===== src/rtl/emzo_pkg.sv =====
// Constants for the error mask and zone temperature offset register bank.
// Assumes an 8-bit register port driven by the management interface logic.
// Function
// - Mask bit 0 suppresses regulator hot A events.
// - Mask bit 1 suppresses regulator hot B events.
// - Mask bit 2 suppresses termination sense A events.
// - Mask bit 3 suppresses termination sense B events.
// - Mask bit 4 suppresses channel seven core-voltage events.
// - Mask bit 5 suppresses channel eight core-voltage events.
// - Mask register at EDh, reset 3Fh, 7:6 reserved.
// - Zone 2 offset: signed 6 bits at EFh.
// - Zone 2 offset added when measurement is taken.
// - Corrected temperature used everywhere as true value.
// - Offset range +31 to -32 degrees, 1-degree steps.
// - Zone 1 offset register at EEh, same layout.
package emzo_pkg;

    // ------------------------------------------------------------------
    // Register map
    // ------------------------------------------------------------------
    localparam logic [7:0] EMZO_MISC_ERROR_MASK_ADDR   = 8'hED;
    localparam logic [7:0] EMZO_ZONE1_TEMP_OFFSET_ADDR = 8'hEE;
    localparam logic [7:0] EMZO_ZONE2_TEMP_OFFSET_ADDR = 8'hEF;

    localparam logic [5:0] EMZO_MISC_ERROR_MASK_RESET  = 6'h3F;
    localparam logic [5:0] EMZO_ZONE_OFFSET_RESET      = 6'h00;

    // ------------------------------------------------------------------
    // Field layout
    // ------------------------------------------------------------------
    localparam int EMZO_MASK_WIDTH       = 6;
    localparam int EMZO_OFFSET_WIDTH     = 6;
    localparam int EMZO_REGULATOR_HOT_A  = 0;
    localparam int EMZO_REGULATOR_HOT_B  = 1;
    localparam int EMZO_TERM_SENSE_A     = 2;
    localparam int EMZO_TERM_SENSE_B     = 3;
    localparam int EMZO_CORE_VOLT_A      = 4;
    localparam int EMZO_CORE_VOLT_B      = 5;

endpackage


===== src/rtl/emzo_offset_if.sv =====
// Carries one zone's raw and corrected temperature sample.
// Assumes one clock domain shared by both ends.
`timescale 1ns/1ps
interface emzo_offset_if #(parameter int TEMP_WIDTH = 8);
    logic                  raw_valid;
    logic [TEMP_WIDTH-1:0] raw_temp;
    logic [5:0]            offset;
    logic                  corr_valid;
    logic [TEMP_WIDTH-1:0] corr_temp;

    modport bank  (output raw_valid, output raw_temp, output offset, input corr_valid, input corr_temp);
    modport adder (input raw_valid, input raw_temp, input offset, output corr_valid, output corr_temp);
endinterface


===== src/rtl/emzo_offset_adder.sv =====
// Adds a signed zone offset to each temperature sample as it is taken.
// Assumes raw_valid marks one sample per pulse; output is registered.
`timescale 1ns/1ps
module emzo_offset_adder
    import emzo_pkg::*;
#(
    parameter int TEMP_WIDTH = 8
)(
    input  wire logic    clock,
    input  wire logic    rst,
    emzo_offset_if.adder zone
);

    logic                  valid_reg;
    logic                  valid_next;
    logic [TEMP_WIDTH-1:0] temp_reg;
    logic [TEMP_WIDTH-1:0] temp_next;
    logic [TEMP_WIDTH-1:0] offset_ext;

    always_comb
    begin
        offset_ext = {{(TEMP_WIDTH-EMZO_OFFSET_WIDTH){zone.offset[EMZO_OFFSET_WIDTH-1]}}, zone.offset};
        valid_next = zone.raw_valid;
        temp_next  = temp_reg;
        if (zone.raw_valid)
        begin
            // Two's complement wrap gives -32..+31 in whole degrees.
            temp_next = zone.raw_temp + offset_ext;
        end
    end

    always_ff @(posedge clock)
    begin
        if (rst)
        begin
            valid_reg <= 1'b0;
            temp_reg  <= '0;
        end
        else
        begin
            valid_reg <= valid_next;
            temp_reg  <= temp_next;
        end
    end

    assign zone.corr_valid = valid_reg;
    assign zone.corr_temp  = temp_reg;

endmodule


===== src/rtl/emzo_bank.sv =====
// Miscellaneous error mask and the two zone temperature offset registers.
// Assumes a byte-wide register port from the management interface on the same clock.
`timescale 1ns/1ps
module emzo_bank
    import emzo_pkg::*;
#(
    parameter int TEMP_WIDTH = 8
)(
    input  wire logic                  clock,
    input  wire logic                  rst,
    input  wire logic [7:0]            reg_addr,
    input  wire logic                  reg_write,
    input  wire logic [7:0]            reg_wdata,
    output logic      [7:0]            reg_rdata,
    input  wire logic                  regulator_hot_a_input,
    input  wire logic                  regulator_hot_b_input,
    input  wire logic                  term_sense_a_input,
    input  wire logic                  term_sense_b_input,
    input  wire logic                  core_volt_a_event,
    input  wire logic                  core_volt_b_event,
    output logic      [5:0]            error_event,
    input  wire logic                  zone1_raw_valid,
    input  wire logic [TEMP_WIDTH-1:0] zone1_raw_temp,
    input  wire logic                  zone2_raw_valid,
    input  wire logic [TEMP_WIDTH-1:0] zone2_raw_temp,
    output logic                       zone1_temp_valid,
    output logic      [TEMP_WIDTH-1:0] zone1_temp,
    output logic                       zone2_temp_valid,
    output logic      [TEMP_WIDTH-1:0] zone2_temp
);

    // ------------------------------------------------------------------
    // Registers
    // ------------------------------------------------------------------
    logic [5:0] misc_error_mask_reg;
    logic [5:0] misc_error_mask_next;
    logic [5:0] zone1_offset_field_reg;
    logic [5:0] zone1_offset_field_next;
    logic [5:0] zone2_offset_field_reg;
    logic [5:0] zone2_offset_field_next;
    logic [7:0] rdata_reg;
    logic [7:0] rdata_next;

    always_comb
    begin
        misc_error_mask_next    = misc_error_mask_reg;
        zone1_offset_field_next = zone1_offset_field_reg;
        zone2_offset_field_next = zone2_offset_field_reg;
        if (reg_write)
        begin
            unique case (reg_addr)
                EMZO_MISC_ERROR_MASK_ADDR:   misc_error_mask_next    = reg_wdata[5:0];
                EMZO_ZONE1_TEMP_OFFSET_ADDR: zone1_offset_field_next = reg_wdata[5:0];
                EMZO_ZONE2_TEMP_OFFSET_ADDR: zone2_offset_field_next = reg_wdata[5:0];
                default:                     ;
            endcase
        end
        // Reserved bits 7:6 read as zero; unmapped addresses read zero.
        unique case (reg_addr)
            EMZO_MISC_ERROR_MASK_ADDR:   rdata_next = {2'h0, misc_error_mask_next};
            EMZO_ZONE1_TEMP_OFFSET_ADDR: rdata_next = {2'h0, zone1_offset_field_next};
            EMZO_ZONE2_TEMP_OFFSET_ADDR: rdata_next = {2'h0, zone2_offset_field_next};
            default:                     rdata_next = 8'h00;
        endcase
    end

    always_ff @(posedge clock)
    begin
        if (rst)
        begin
            misc_error_mask_reg    <= EMZO_MISC_ERROR_MASK_RESET;
            zone1_offset_field_reg <= EMZO_ZONE_OFFSET_RESET;
            zone2_offset_field_reg <= EMZO_ZONE_OFFSET_RESET;
            rdata_reg              <= 8'h00;
        end
        else
        begin
            misc_error_mask_reg    <= misc_error_mask_next;
            zone1_offset_field_reg <= zone1_offset_field_next;
            zone2_offset_field_reg <= zone2_offset_field_next;
            rdata_reg              <= rdata_next;
        end
    end

    assign reg_rdata = rdata_reg;

    // ------------------------------------------------------------------
    // Pin synchronisers and error masking
    // ------------------------------------------------------------------
    // The four pin inputs pass three flops; a level is accepted only once
    // the second and third stages agree, so a single glitch is dropped.
    logic [3:0] pin_raw;
    logic [3:0] sync1_reg;
    logic [3:0] sync2_reg;
    logic [3:0] sync3_reg;
    logic [3:0] pin_level_reg;
    logic [3:0] pin_level_next;
    logic [5:0] event_raw;
    logic [5:0] event_reg;
    logic [5:0] event_next;

    assign pin_raw = {term_sense_b_input, term_sense_a_input, regulator_hot_b_input, regulator_hot_a_input};

    always_comb
    begin
        for (int i = 0; i < 4; i++)
        begin
            pin_level_next[i] = (sync2_reg[i] == sync3_reg[i]) ? sync3_reg[i] : pin_level_reg[i];
        end
        event_raw = {core_volt_b_event, core_volt_a_event, pin_level_reg};
        event_next[EMZO_REGULATOR_HOT_A] = event_raw[EMZO_REGULATOR_HOT_A] & ~misc_error_mask_reg[EMZO_REGULATOR_HOT_A];
        event_next[EMZO_REGULATOR_HOT_B] = event_raw[EMZO_REGULATOR_HOT_B] & ~misc_error_mask_reg[EMZO_REGULATOR_HOT_B];
        event_next[EMZO_TERM_SENSE_A]    = event_raw[EMZO_TERM_SENSE_A] & ~misc_error_mask_reg[EMZO_TERM_SENSE_A];
        event_next[EMZO_TERM_SENSE_B]    = event_raw[EMZO_TERM_SENSE_B] & ~misc_error_mask_reg[EMZO_TERM_SENSE_B];
        event_next[EMZO_CORE_VOLT_A]     = event_raw[EMZO_CORE_VOLT_A] & ~misc_error_mask_reg[EMZO_CORE_VOLT_A];
        event_next[EMZO_CORE_VOLT_B]     = event_raw[EMZO_CORE_VOLT_B] & ~misc_error_mask_reg[EMZO_CORE_VOLT_B];
    end

    always_ff @(posedge clock)
    begin
        if (rst)
        begin
            sync1_reg     <= 4'h0;
            sync2_reg     <= 4'h0;
            sync3_reg     <= 4'h0;
            pin_level_reg <= 4'h0;
            event_reg     <= 6'h00;
        end
        else
        begin
            sync1_reg     <= pin_raw;
            sync2_reg     <= sync1_reg;
            sync3_reg     <= sync2_reg;
            pin_level_reg <= pin_level_next;
            event_reg     <= event_next;
        end
    end

    assign error_event = event_reg;

    // ------------------------------------------------------------------
    // Zone offset correction
    // ------------------------------------------------------------------
    emzo_offset_if #(.TEMP_WIDTH(TEMP_WIDTH)) zone1_if ();
    emzo_offset_if #(.TEMP_WIDTH(TEMP_WIDTH)) zone2_if ();

    assign zone1_if.raw_valid = zone1_raw_valid;
    assign zone1_if.raw_temp  = zone1_raw_temp;
    assign zone1_if.offset    = zone1_offset_field_reg;
    assign zone2_if.raw_valid = zone2_raw_valid;
    assign zone2_if.raw_temp  = zone2_raw_temp;
    assign zone2_if.offset    = zone2_offset_field_reg;

    emzo_offset_adder #(.TEMP_WIDTH(TEMP_WIDTH)) u_zone1_adder
    (
        .clock (clock),
        .rst   (rst),
        .zone  (zone1_if.adder)
    );

    emzo_offset_adder #(.TEMP_WIDTH(TEMP_WIDTH)) u_zone2_adder
    (
        .clock (clock),
        .rst   (rst),
        .zone  (zone2_if.adder)
    );

    // Downstream limit checks and fan logic see only the corrected value.
    assign zone1_temp_valid = zone1_if.corr_valid;
    assign zone1_temp       = zone1_if.corr_temp;
    assign zone2_temp_valid = zone2_if.corr_valid;
    assign zone2_temp       = zone2_if.corr_temp;

endmodule


===== config.mk =====
export PLATFORM = sky130hd
export DESIGN_NAME = emzo_bank
export DESIGN_NICKNAME = d
export VERILOG_FILES = /design/src/rtl/emzo_pkg.sv /design/src/rtl/emzo_offset_if.sv /design/src/rtl/emzo_offset_adder.sv /design/src/rtl/emzo_bank.sv
export SDC_FILE = /design/constraint.sdc
export NUM_CORES = 1
export LEC_CHECK = 0
export BUFFER_PORTS_ARGS = -buffer_cell sky130_fd_sc_hd__buf_2
export CORE_UTILIZATION = 50
export CTS_CLUSTER_SIZE = 24
export DETAILED_ROUTE_END_ITERATION = 8
export HOLD_SLACK_MARGIN = 0.1
export PLACE_DENSITY = 0.75
export SLEW_MARGIN = 20
export SYNTH_ARGS = -nofsm -noshare
export SYNTH_HDL_FRONTEND = slang
export SYNTH_SLANG_ARGS = --single-unit

===== constraint.sdc =====
create_clock -name clock -period 2.2 [get_ports clock]
set_input_delay 0.44 -clock clock [delete_from_list [all_inputs] [get_ports clock]]
set_output_delay 0.44 -clock clock [all_outputs]
set_load 0.05 [all_outputs]

==> metrics.md, run 1 <==
| Metric | Value |
|---|---|
| Outcome | `finished clean` |
| Met3 Use GR | `0.0551` |
| Post-Syn Area | `3100 um^2` |
| Max-cap violations | `0` |
| Synth Area in Compound Gates | `0.168` |
| Clock Root Buffer | `clkbuf_8` |
| Largest family of logic cells by synthesized area | `simple AND/OR/NAND/NOR gates` |
| Clock share of power | `0.391` |
| Seq pwr share | `0.488` |
| Crit-path cells | `ha_1 > fa_1 > a21o_1 > a211oi_1 > or4_1 > nand3_1` |
| Die X | `80.7 um` |
| Congestion Overflow GR | `0` |
| Cell variety after synth | `45` |
| Buf/Inv on CP | `0` |
| Remaining DRCs | `0` |
| Final Cycle Share | `0.873` |
| GRT Resource Usage Total | `0.200` |
| Overall die height | `80.7 um` |
| Worst Clk Skew | `5.05 ps` |
| Leakage power | `1.69 nW` |
| H-tree Lvls | `3` |
| CTS tree | `yes` |
| Setup crit end kind | `register` |
| Vias | `2545` |
| Util after Layout | `0.614` |
| Synthesized area per cell | `9.45 um^2` |
| Site Rows | `28` |
| Cts hold-fix bufs | `0` |
| Clk sink count | `64` |
| Sw power | `0.653 mW` |
| Worst VDD drop | `0.000506 V` |
| Clock Latency Late Sink | `330 ps` |
| M1 GR Usage | `0.239` |
| Die ar. | `6520 um^2` |
| Vias in the first global route | `2280` |
| Layout area overhead | `18.0%` |
| Busiest grt layer | `met2` |
| TritonCTS Buffers | `9` |
| First-pass detailed-route iteration total | `4` |
| Simple-gate share of the synthesized area | `0.220` |
| First DRT Iteration DRCs | `171` |
| Total Wirelength | `6.10 mm` |
| Ant diodes | `0` |
| Cells after synthesis | `328` |
| Max Buffers Root-to-Sink | `2` |
| Via density | `5.38` |
| Setup CP Type | `register to register` |
| CP max FO | `3` |
| Fraction of layout cells with a size suffix above 1 | `0.241` |
| Max incr delay on CP | `410 ps` |
| Placed instance count | `458` |
| PortBufs | `70` |
| Slew headroom | `0.566` |
| Seq/Total Area, Yosys | `0.413` |
| Synth Area in Adders | `0.0694` |
| CP max-delay cell | `fa_1` |
| Clock-pin transition on the worst setup and hold timing paths | `70 ps` |
| Maximum clock frequency | `0.521 GHz` |
| Cell family with most CP delay | `adder cells` |
| Sw Share | `0.266` |
| Internal Pwr Total | `1.81 mW` |
| Post-cts sizing count | `0` |
| Post-CTS setup repair buffer count | `0` |
| IO Count | `75` |
| Synth Register Bits | `64` |
| Core Region | `5960 um^2` |
| Pwr dens | `673 nW/um^2` |
| Hold/Removal Path Class | `primary input to register` |
| Setup_tns | `0 ps` |
| Initial antenna violation count | `0` |
| GRT met2 Usage | `0.332` |
| Clock period minus final worst setup slack | `1920 ps` |
| XOR/XNOR Fraction of Synth Area | `0.0170` |
| Asr flop ratio synth | `0` |
| Arr. time, crit path | `2130 ps` |
| Initial core utilization | `0.520` |
| Multiplexer share of the synthesized area | `0.0650` |
| Final Non-Filler Cells | `473` |
| Worst EP required | `2410 ps` |
| CP startpoint kind | `register` |
| Final Hold Fails | `0` |
| Synth warn | `0` |
| Largest net degree at the start of global routing | `35` |
| Worst Tran Pin Value | `644 ps` |
| # fillers | `557` |
| Slew Viols, Final | `0` |
| Power share of the combinational group | `0.122` |
| RSZ-0062 raised after global routing | `false` |
| Fin nets | `453` |
| Setup violators final | `0` |
| DR WL/cell | `12.9 um` |
| Most common flop cell mapped by yosys | `dfxtp_1` |
| First-pass GRT wire length | `9.78 mm` |
| Hpwl dp | `4.51 mm` |
| Post-synth EDFFs | `0` |
| ANT nets after route | `0` |
| Placer congestion estimate | `0.791` |
metrics by stage:
stage / worst slack, ps / hold WS, ps / total power [mW] / cell area [um^2]
after global routing: 180 / 314 / 2.57 / 3660
after floorplan: 384 / 414 / 1.44 / 3100
after global placement: 150 / 420 / 1.52 / 3470
final: 280 / 310 / 2.46 / 3660
after CTS: 282 / 297 / 2.49 / 3660
after detailed placement: 94.1 / 426 / 1.53 / 3470
power groups by stage:
stage / clock network [mW] / registers, mW / logic [mW]
after floorplan: 0 / 1.30 / 0.149
after global placement: 0 / 1.23 / 0.295
after detailed placement: 0 / 1.23 / 0.300
after CTS: 0.986 / 1.20 / 0.301
after global routing: 1.04 / 1.20 / 0.327
final: 0.961 / 1.20 / 0.299
kinds of logic after synthesis:
logic type / after synthesis
muxes: 20
adders and majority gates: 16
AOI/OAI and AO/OA: 70
buffers and inverters: 31
other: 1
DFF: 64
xor gates and xnor gates: 6
and+or+nand+nor: 120
cell usage after synthesis, drive strengths merged (4+ instances only):
cell type / instances / area (um^2)
nor3b: 11 / 82.6
xnor2: 4 / 35.0
nor3: 4 / 30.0
a211oi: 9 / 67.6
a211o: 10 / 87.6
clkbuf: 7 / 26.3
mux2i: 19 / 190
nor2b: 17 / 106
a21o: 6 / 45.0
or4: 4 / 30.0
nor2: 32 / 123
a21oi: 17 / 85.1
inv: 12 / 45.0
nand2b: 25 / 156
o21ai: 12 / 60.1
buf: 12 / 72.6
nand3: 10 / 50.1
nand2: 8 / 30.0
ha: 14 / 175
dfxtp: 64 / 1280
layout by cell type (no fill, tap or decap), drive strengths merged, types with 2 or more instances in the layout:
master,count
buf,73
dfxtp,64
nor2,32
nand2b,25
mux2i,19
nor2b,17
a21oi,17
ha,14
inv,12
o21ai,12
nor3b,11
a211o,10
nand3,10
a211oi,9
clkbuf,9
nand2,8
a21o,6
xnor2,4
or4,4
clkinv,4
nor3,4
o311ai,3
o2111ai,3
o32a,3
o21a,3
a2111oi,2
xor2,2
fa,2
conb,2
nand4,2
or2,2
final timing paths:
path,startpoint,to,slack [ps],cells after the start
worst max-delay path,zone1_if.offset[0]$_SDFF_PP0_,u_zone1_adder.zone.corr_temp[6]$_SDFFE_PP0P_,280,6
worst min-delay path,term_sense_a_input,sync1_reg[2]$_SDFF_PP0_,310,2
worst max register to register,zone1_if.offset[0]$_SDFF_PP0_,u_zone1_adder.zone.corr_temp[6]$_SDFFE_PP0P_,280,6
worst min register to register,sync1_reg[2]$_SDFF_PP0_,sync2_reg[2]$_SDFF_PP0_,440,1
layout make-up:
| type | count | area [um^2] | share of cell area |
|---|---|---|---|
| clock buffer | 9 | 124 | 0.0339 |
| clock inverter | 6 | 61.3 | 0.0168 |
| inverter | 12 | 45.0 | 0.0123 |
| multi-input combinational | 234 | 1680 | 0.459 |
| sequential | 64 | 1280 | 0.350 |
| tap | 75 | 93.8 | 0.0257 |
| timing repair buffer | 73 | 373 | 0.102 |
routing by layer:
layer / up-vias / share of wire
li1: 1286 / -
met1: 1179 / 0.47
met2: 71 / 0.46
met3: 9 / 0.053
met4: 0 / 0.017
met5: - / 0
worst reg2reg max path, stage by stage, from the launching register on:
cell      delay, ps
dfxtp_1         340
ha_1            230
fa_1            410
a21o_1          220
a211oi_1        370
or4_1           170
nand3_1          70
Note: power is estimated with default switching activity, not from simulation.
==> inputs of run 2 (changes only) <==
--- a/config.mk
+++ b/config.mk
@@ -5,6 +5,7 @@
 export SDC_FILE = /design/constraint.sdc
 export NUM_CORES = 1
 export LEC_CHECK = 0
+export ABC_AREA = 1
 export BUFFER_PORTS_ARGS = -buffer_cell sky130_fd_sc_hd__buf_2
 export CORE_UTILIZATION = 50
 export CTS_CLUSTER_SIZE = 24
==> metrics.md, run 2 <==
| Metric | Value |
|---|---|
| Leakage power | `2.00 nW (was 1.69 nW)` |
| Setup CP Type | `register to register (unchanged)` |
| Synth top area share | `0.408 (was 0.413)` |
| # fillers | `545 (was 557)` |
| Clk sink count | `64 (unchanged)` |
| Fin nets | `556 (was 453)` |
| CP max FO | `2 (was 3)` |
| Asr flop ratio synth | `0 (unchanged)` |
| Synth top cells by count | `78 x nand2_1, 70 x inv_1, 64 x dfxtp_1 (was 64 x dfxtp_1, 31 x nor2_1, 25 x nand2b_1)` |
| Layout area overhead | `18.4% (was 18.0%)` |
| DR WL/cell | `11.0 um (was 12.9 um)` |
| Arr. time, crit path | `1840 ps (was 2130 ps)` |
| Clock-pin transition on the worst setup and hold timing paths | `70 ps (about the same)` |
| Outcome | `finished clean (unchanged)` |
| Post-Syn Area | `3140 um^2 (was 3100 um^2)` |
| H-tree Lvls | `3 (unchanged)` |
| Worst VDD drop | `0.000357 V (was 0.000506 V)` |
| Worst EP required | `2430 ps (was 2410 ps)` |
| Most common flop cell mapped by yosys | `dfxtp_1 (unchanged)` |
| Clock Root Buffer | `clkbuf_8 (unchanged)` |
| Post-synth EDFFs | `0 (unchanged)` |
| Cell variety after synth | `32 (was 45)` |
| Initial core utilization | `0.524 (was 0.520)` |
| First DRT Iteration DRCs | `97 (was 171)` |
| Power Total | `2.50 mW (was 2.46 mW)` |
| Remaining DRCs | `0 (unchanged)` |
| Top-count cell post-synth | `nand2_1 (was dfxtp_1)` |
| Flop2flop setup slack | `590 ps (was 280 ps)` |
| TritonCTS Buffers | `9 (unchanged)` |
| Cells after synthesis | `428 (was 328)` |
| First-pass detailed-route iteration total | `4 (unchanged)` |
| Synth Register Bits | `64 (unchanged)` |
| Capture point of the worst path | `u_zone2_adder.zone.corr_temp[6]$_SDFFE_PP0P_ (was u_zone1_adder.zone.corr_temp[6]$_SDFFE_PP0P_)` |
| Cts hold-fix bufs | `0 (unchanged)` |
| Initial antenna violation count | `0 (unchanged)` |
| Worst Tran Pin Value | `525 ps (was 644 ps)` |
| Max-cap violations | `0 (unchanged)` |
| CP startpoint kind | `register (unchanged)` |
| Pwr dens | `672 nW/um^2 (was 673 nW/um^2)` |
| Hpwl dp | `4.69 mm (was 4.51 mm)` |
| Via density | `4.85 (was 5.38)` |
| Slew Viols, Final | `0 (unchanged)` |
| IO Count | `75 (unchanged)` |
| Post-cts sizing count | `0 (unchanged)` |
| Setup_tns | `0 ps (unchanged)` |
| Vias | `2797 (was 2545)` |
| Setup crit end kind | `register (unchanged)` |
| Worst Clk Skew | `6.60 ps (was 5.05 ps)` |
| Overall die height | `81.2 um (was 80.7 um)` |
| Worst R2R Path Depth | `8 (was 6)` |
| Final Cycle Share | `0.733 (was 0.873)` |
| Fraction of layout cells with a size suffix above 1 | `0.209 (was 0.241)` |
| Clock Latency Late Sink | `340 ps (was 330 ps)` |
| Total Wirelength | `6.33 mm (was 6.10 mm)` |
| Setup violators final | `0 (unchanged)` |
| First-pass GRT wire length | `10.4 mm (was 9.78 mm)` |
| Most frequent cells in the layout | `78 x nand2_1, 70 x inv_1, 70 x buf_2, 64 x dfxtp_1, 60 x nor2_1 (was 70 x buf_2, 64 x dfxtp_1, 31 x nor2_1, 25 x nand2b_1, 19 x mux2i_1)` |
| Congestion Overflow GR | `0 (unchanged)` |
| Ranking of synthesized cells by area | `dfxtp_1 41%, nand2_1 9.3%, inv_1 8.4%, nor2_1 7.2%, nand3_1 7.0% (was dfxtp_1 41%, mux2i_1 6.1%, ha_1 5.7%, nand2b_1 5.0%, nor2_1 3.8%)` |
| Site Rows | `28 (unchanged)` |
| Ant diodes | `0 (unchanged)` |
| Placer congestion estimate | `0.822 (was 0.791)` |
| Final Hold Fails | `0 (unchanged)` |
| Leading area contributor after synthesis | `dfxtp_1 (unchanged)` |
| Clock period minus final worst setup slack | `1610 ps (was 1920 ps)` |
| Synth warn | `0 (unchanged)` |
| Reg2Reg Capture Point | `u_zone2_adder.zone.corr_temp[6]$_SDFFE_PP0P_ (was u_zone1_adder.zone.corr_temp[6]$_SDFFE_PP0P_)` |
| Most common cell after layout, fill and taps aside | `nand2_1 (was buf_2)` |
| RSZ-0062 raised after global routing | `false (unchanged)` |
| Post-CTS setup repair buffer count | `0 (unchanged)` |
| PortBufs | `70 (unchanged)` |
| R2r startpoint | `zone2_if.offset[0]$_SDFF_PP0_ (was zone1_if.offset[0]$_SDFF_PP0_)` |
| Vias in the first global route | `2486 (was 2280)` |
| Seq/Total Area, Yosys | `0.408 (was 0.413)` |
| CTS tree | `yes (unchanged)` |
| Hold/Removal Path Class | `primary input to register (unchanged)` |
| Crit. Startpoint | `zone2_if.offset[0]$_SDFF_PP0_ (was zone1_if.offset[0]$_SDFF_PP0_)` |
| Synthesized area per cell | `7.33 um^2 (was 9.45 um^2)` |
| Largest net degree at the start of global routing | `49 (was 35)` |
| Max Buffers Root-to-Sink | `2 (unchanged)` |
| Core Region | `5990 um^2 (was 5960 um^2)` |
| GRT Resource Usage Total | `0.208 (was 0.200)` |
| Die X | `81.2 um (was 80.7 um)` |
| ANT nets after route | `0 (unchanged)` |
| Maximum clock frequency | `0.620 GHz (was 0.521 GHz)` |
| Slew headroom | `0.649 (was 0.566)` |
| Die ar. | `6600 um^2 (was 6520 um^2)` |
[run 2: changes by cell type after synthesis, sizes merged, moves of 6 or more]
cell and change:
a211o -10, a21o -6, inv +59, mux2i -19, nand2 +74, nand2b -25, nand3 +37, nand4 +17
nor2 +33, nor2b -17, nor3b -11
[run 2: worst min-delay path by stage]
stage | depth (start not counted) | startpoint | end
floorplan | 2 | sync1_reg[0]$_SDFF_PP0_ | sync2_reg[0]$_SDFF_PP0_
global placement | 2 | sync1_reg[2]$_SDFF_PP0_ | sync2_reg[2]$_SDFF_PP0_
detailed placement | 2 | sync1_reg[0]$_SDFF_PP0_ | sync2_reg[0]$_SDFF_PP0_
CTS | 3 | term_sense_b_input | sync1_reg[3]$_SDFF_PP0_
global route | 3 | regulator_hot_a_input | sync1_reg[0]$_SDFF_PP0_
finish | 3 | term_sense_b_input | sync1_reg[3]$_SDFF_PP0_
[run 2: report_power, final]
group          switching [mW]  internal (mW)  leakage (nW)
combinational           0.215         0.0847          1.38
clock                   0.441          0.552        0.0993
sequential             0.0129           1.19         0.523
total                   0.668           1.83          2.00
[run 2: cell families (layout without fill, tap and decap cells)]
family | count (synthesis) | after routing | share of synthesized area
and+or+nand+nor | 221 | 221 | 0.334
other | 1 | 2 | 0.00120
adders and majority gates | 16 | 16 | 0.0686
buffers and inverters | 85 | 158 | 0.109
AOI/OAI and AO/OA | 35 | 35 | 0.0626
xor gates and xnor gates | 6 | 6 | 0.0167
DFF | 64 | 64 | 0.408
[run 2: layout make-up]
type | count | area, um^2 | share of cell area
Tap cell | 75 | 93.8 | 0.0253
Clock buffer | 11 | 141 | 0.0380
Inverter | 71 | 267 | 0.0717
Sequential cell | 64 | 1280 | 0.345
Multi-Input combinational cell | 280 | 1520 | 0.409
Clock inverter | 5 | 56.3 | 0.0152
Timing Repair Buffer | 71 | 358 | 0.0963
[run 2: critical path, stage by stage, from the launching register on]
cell and delay [ps]:
dfxtp_1 320, ha_1 210, fa_1 400, nand3_1 80, nand3_1 90, nand3_1 110, a21oi_1 70, o21ai_0 160
inv_1 50
[run 2: layer usage]
layer	GRT usage	part of all wire	up-vias
li1	-	-	1494
met1	0.265	0.49	1224
met2	0.338	0.45	68
met3	0.0337	0.038	11
met4	0.107	0.019	0
met5	0	0	-
[run 2: through the flow]
step	hold slack (ps)	area, um^2	instances	setup WS [ps]	utilization
CTS	288	3720	577	581	0.620
detailed placement	397	3520	561	351	0.587
finish	299	3720	577	587	0.620
global route	310	3720	577	438	0.620
floorplan	388	3140	429	569	-
global placement	395	3520	561	363	0.587
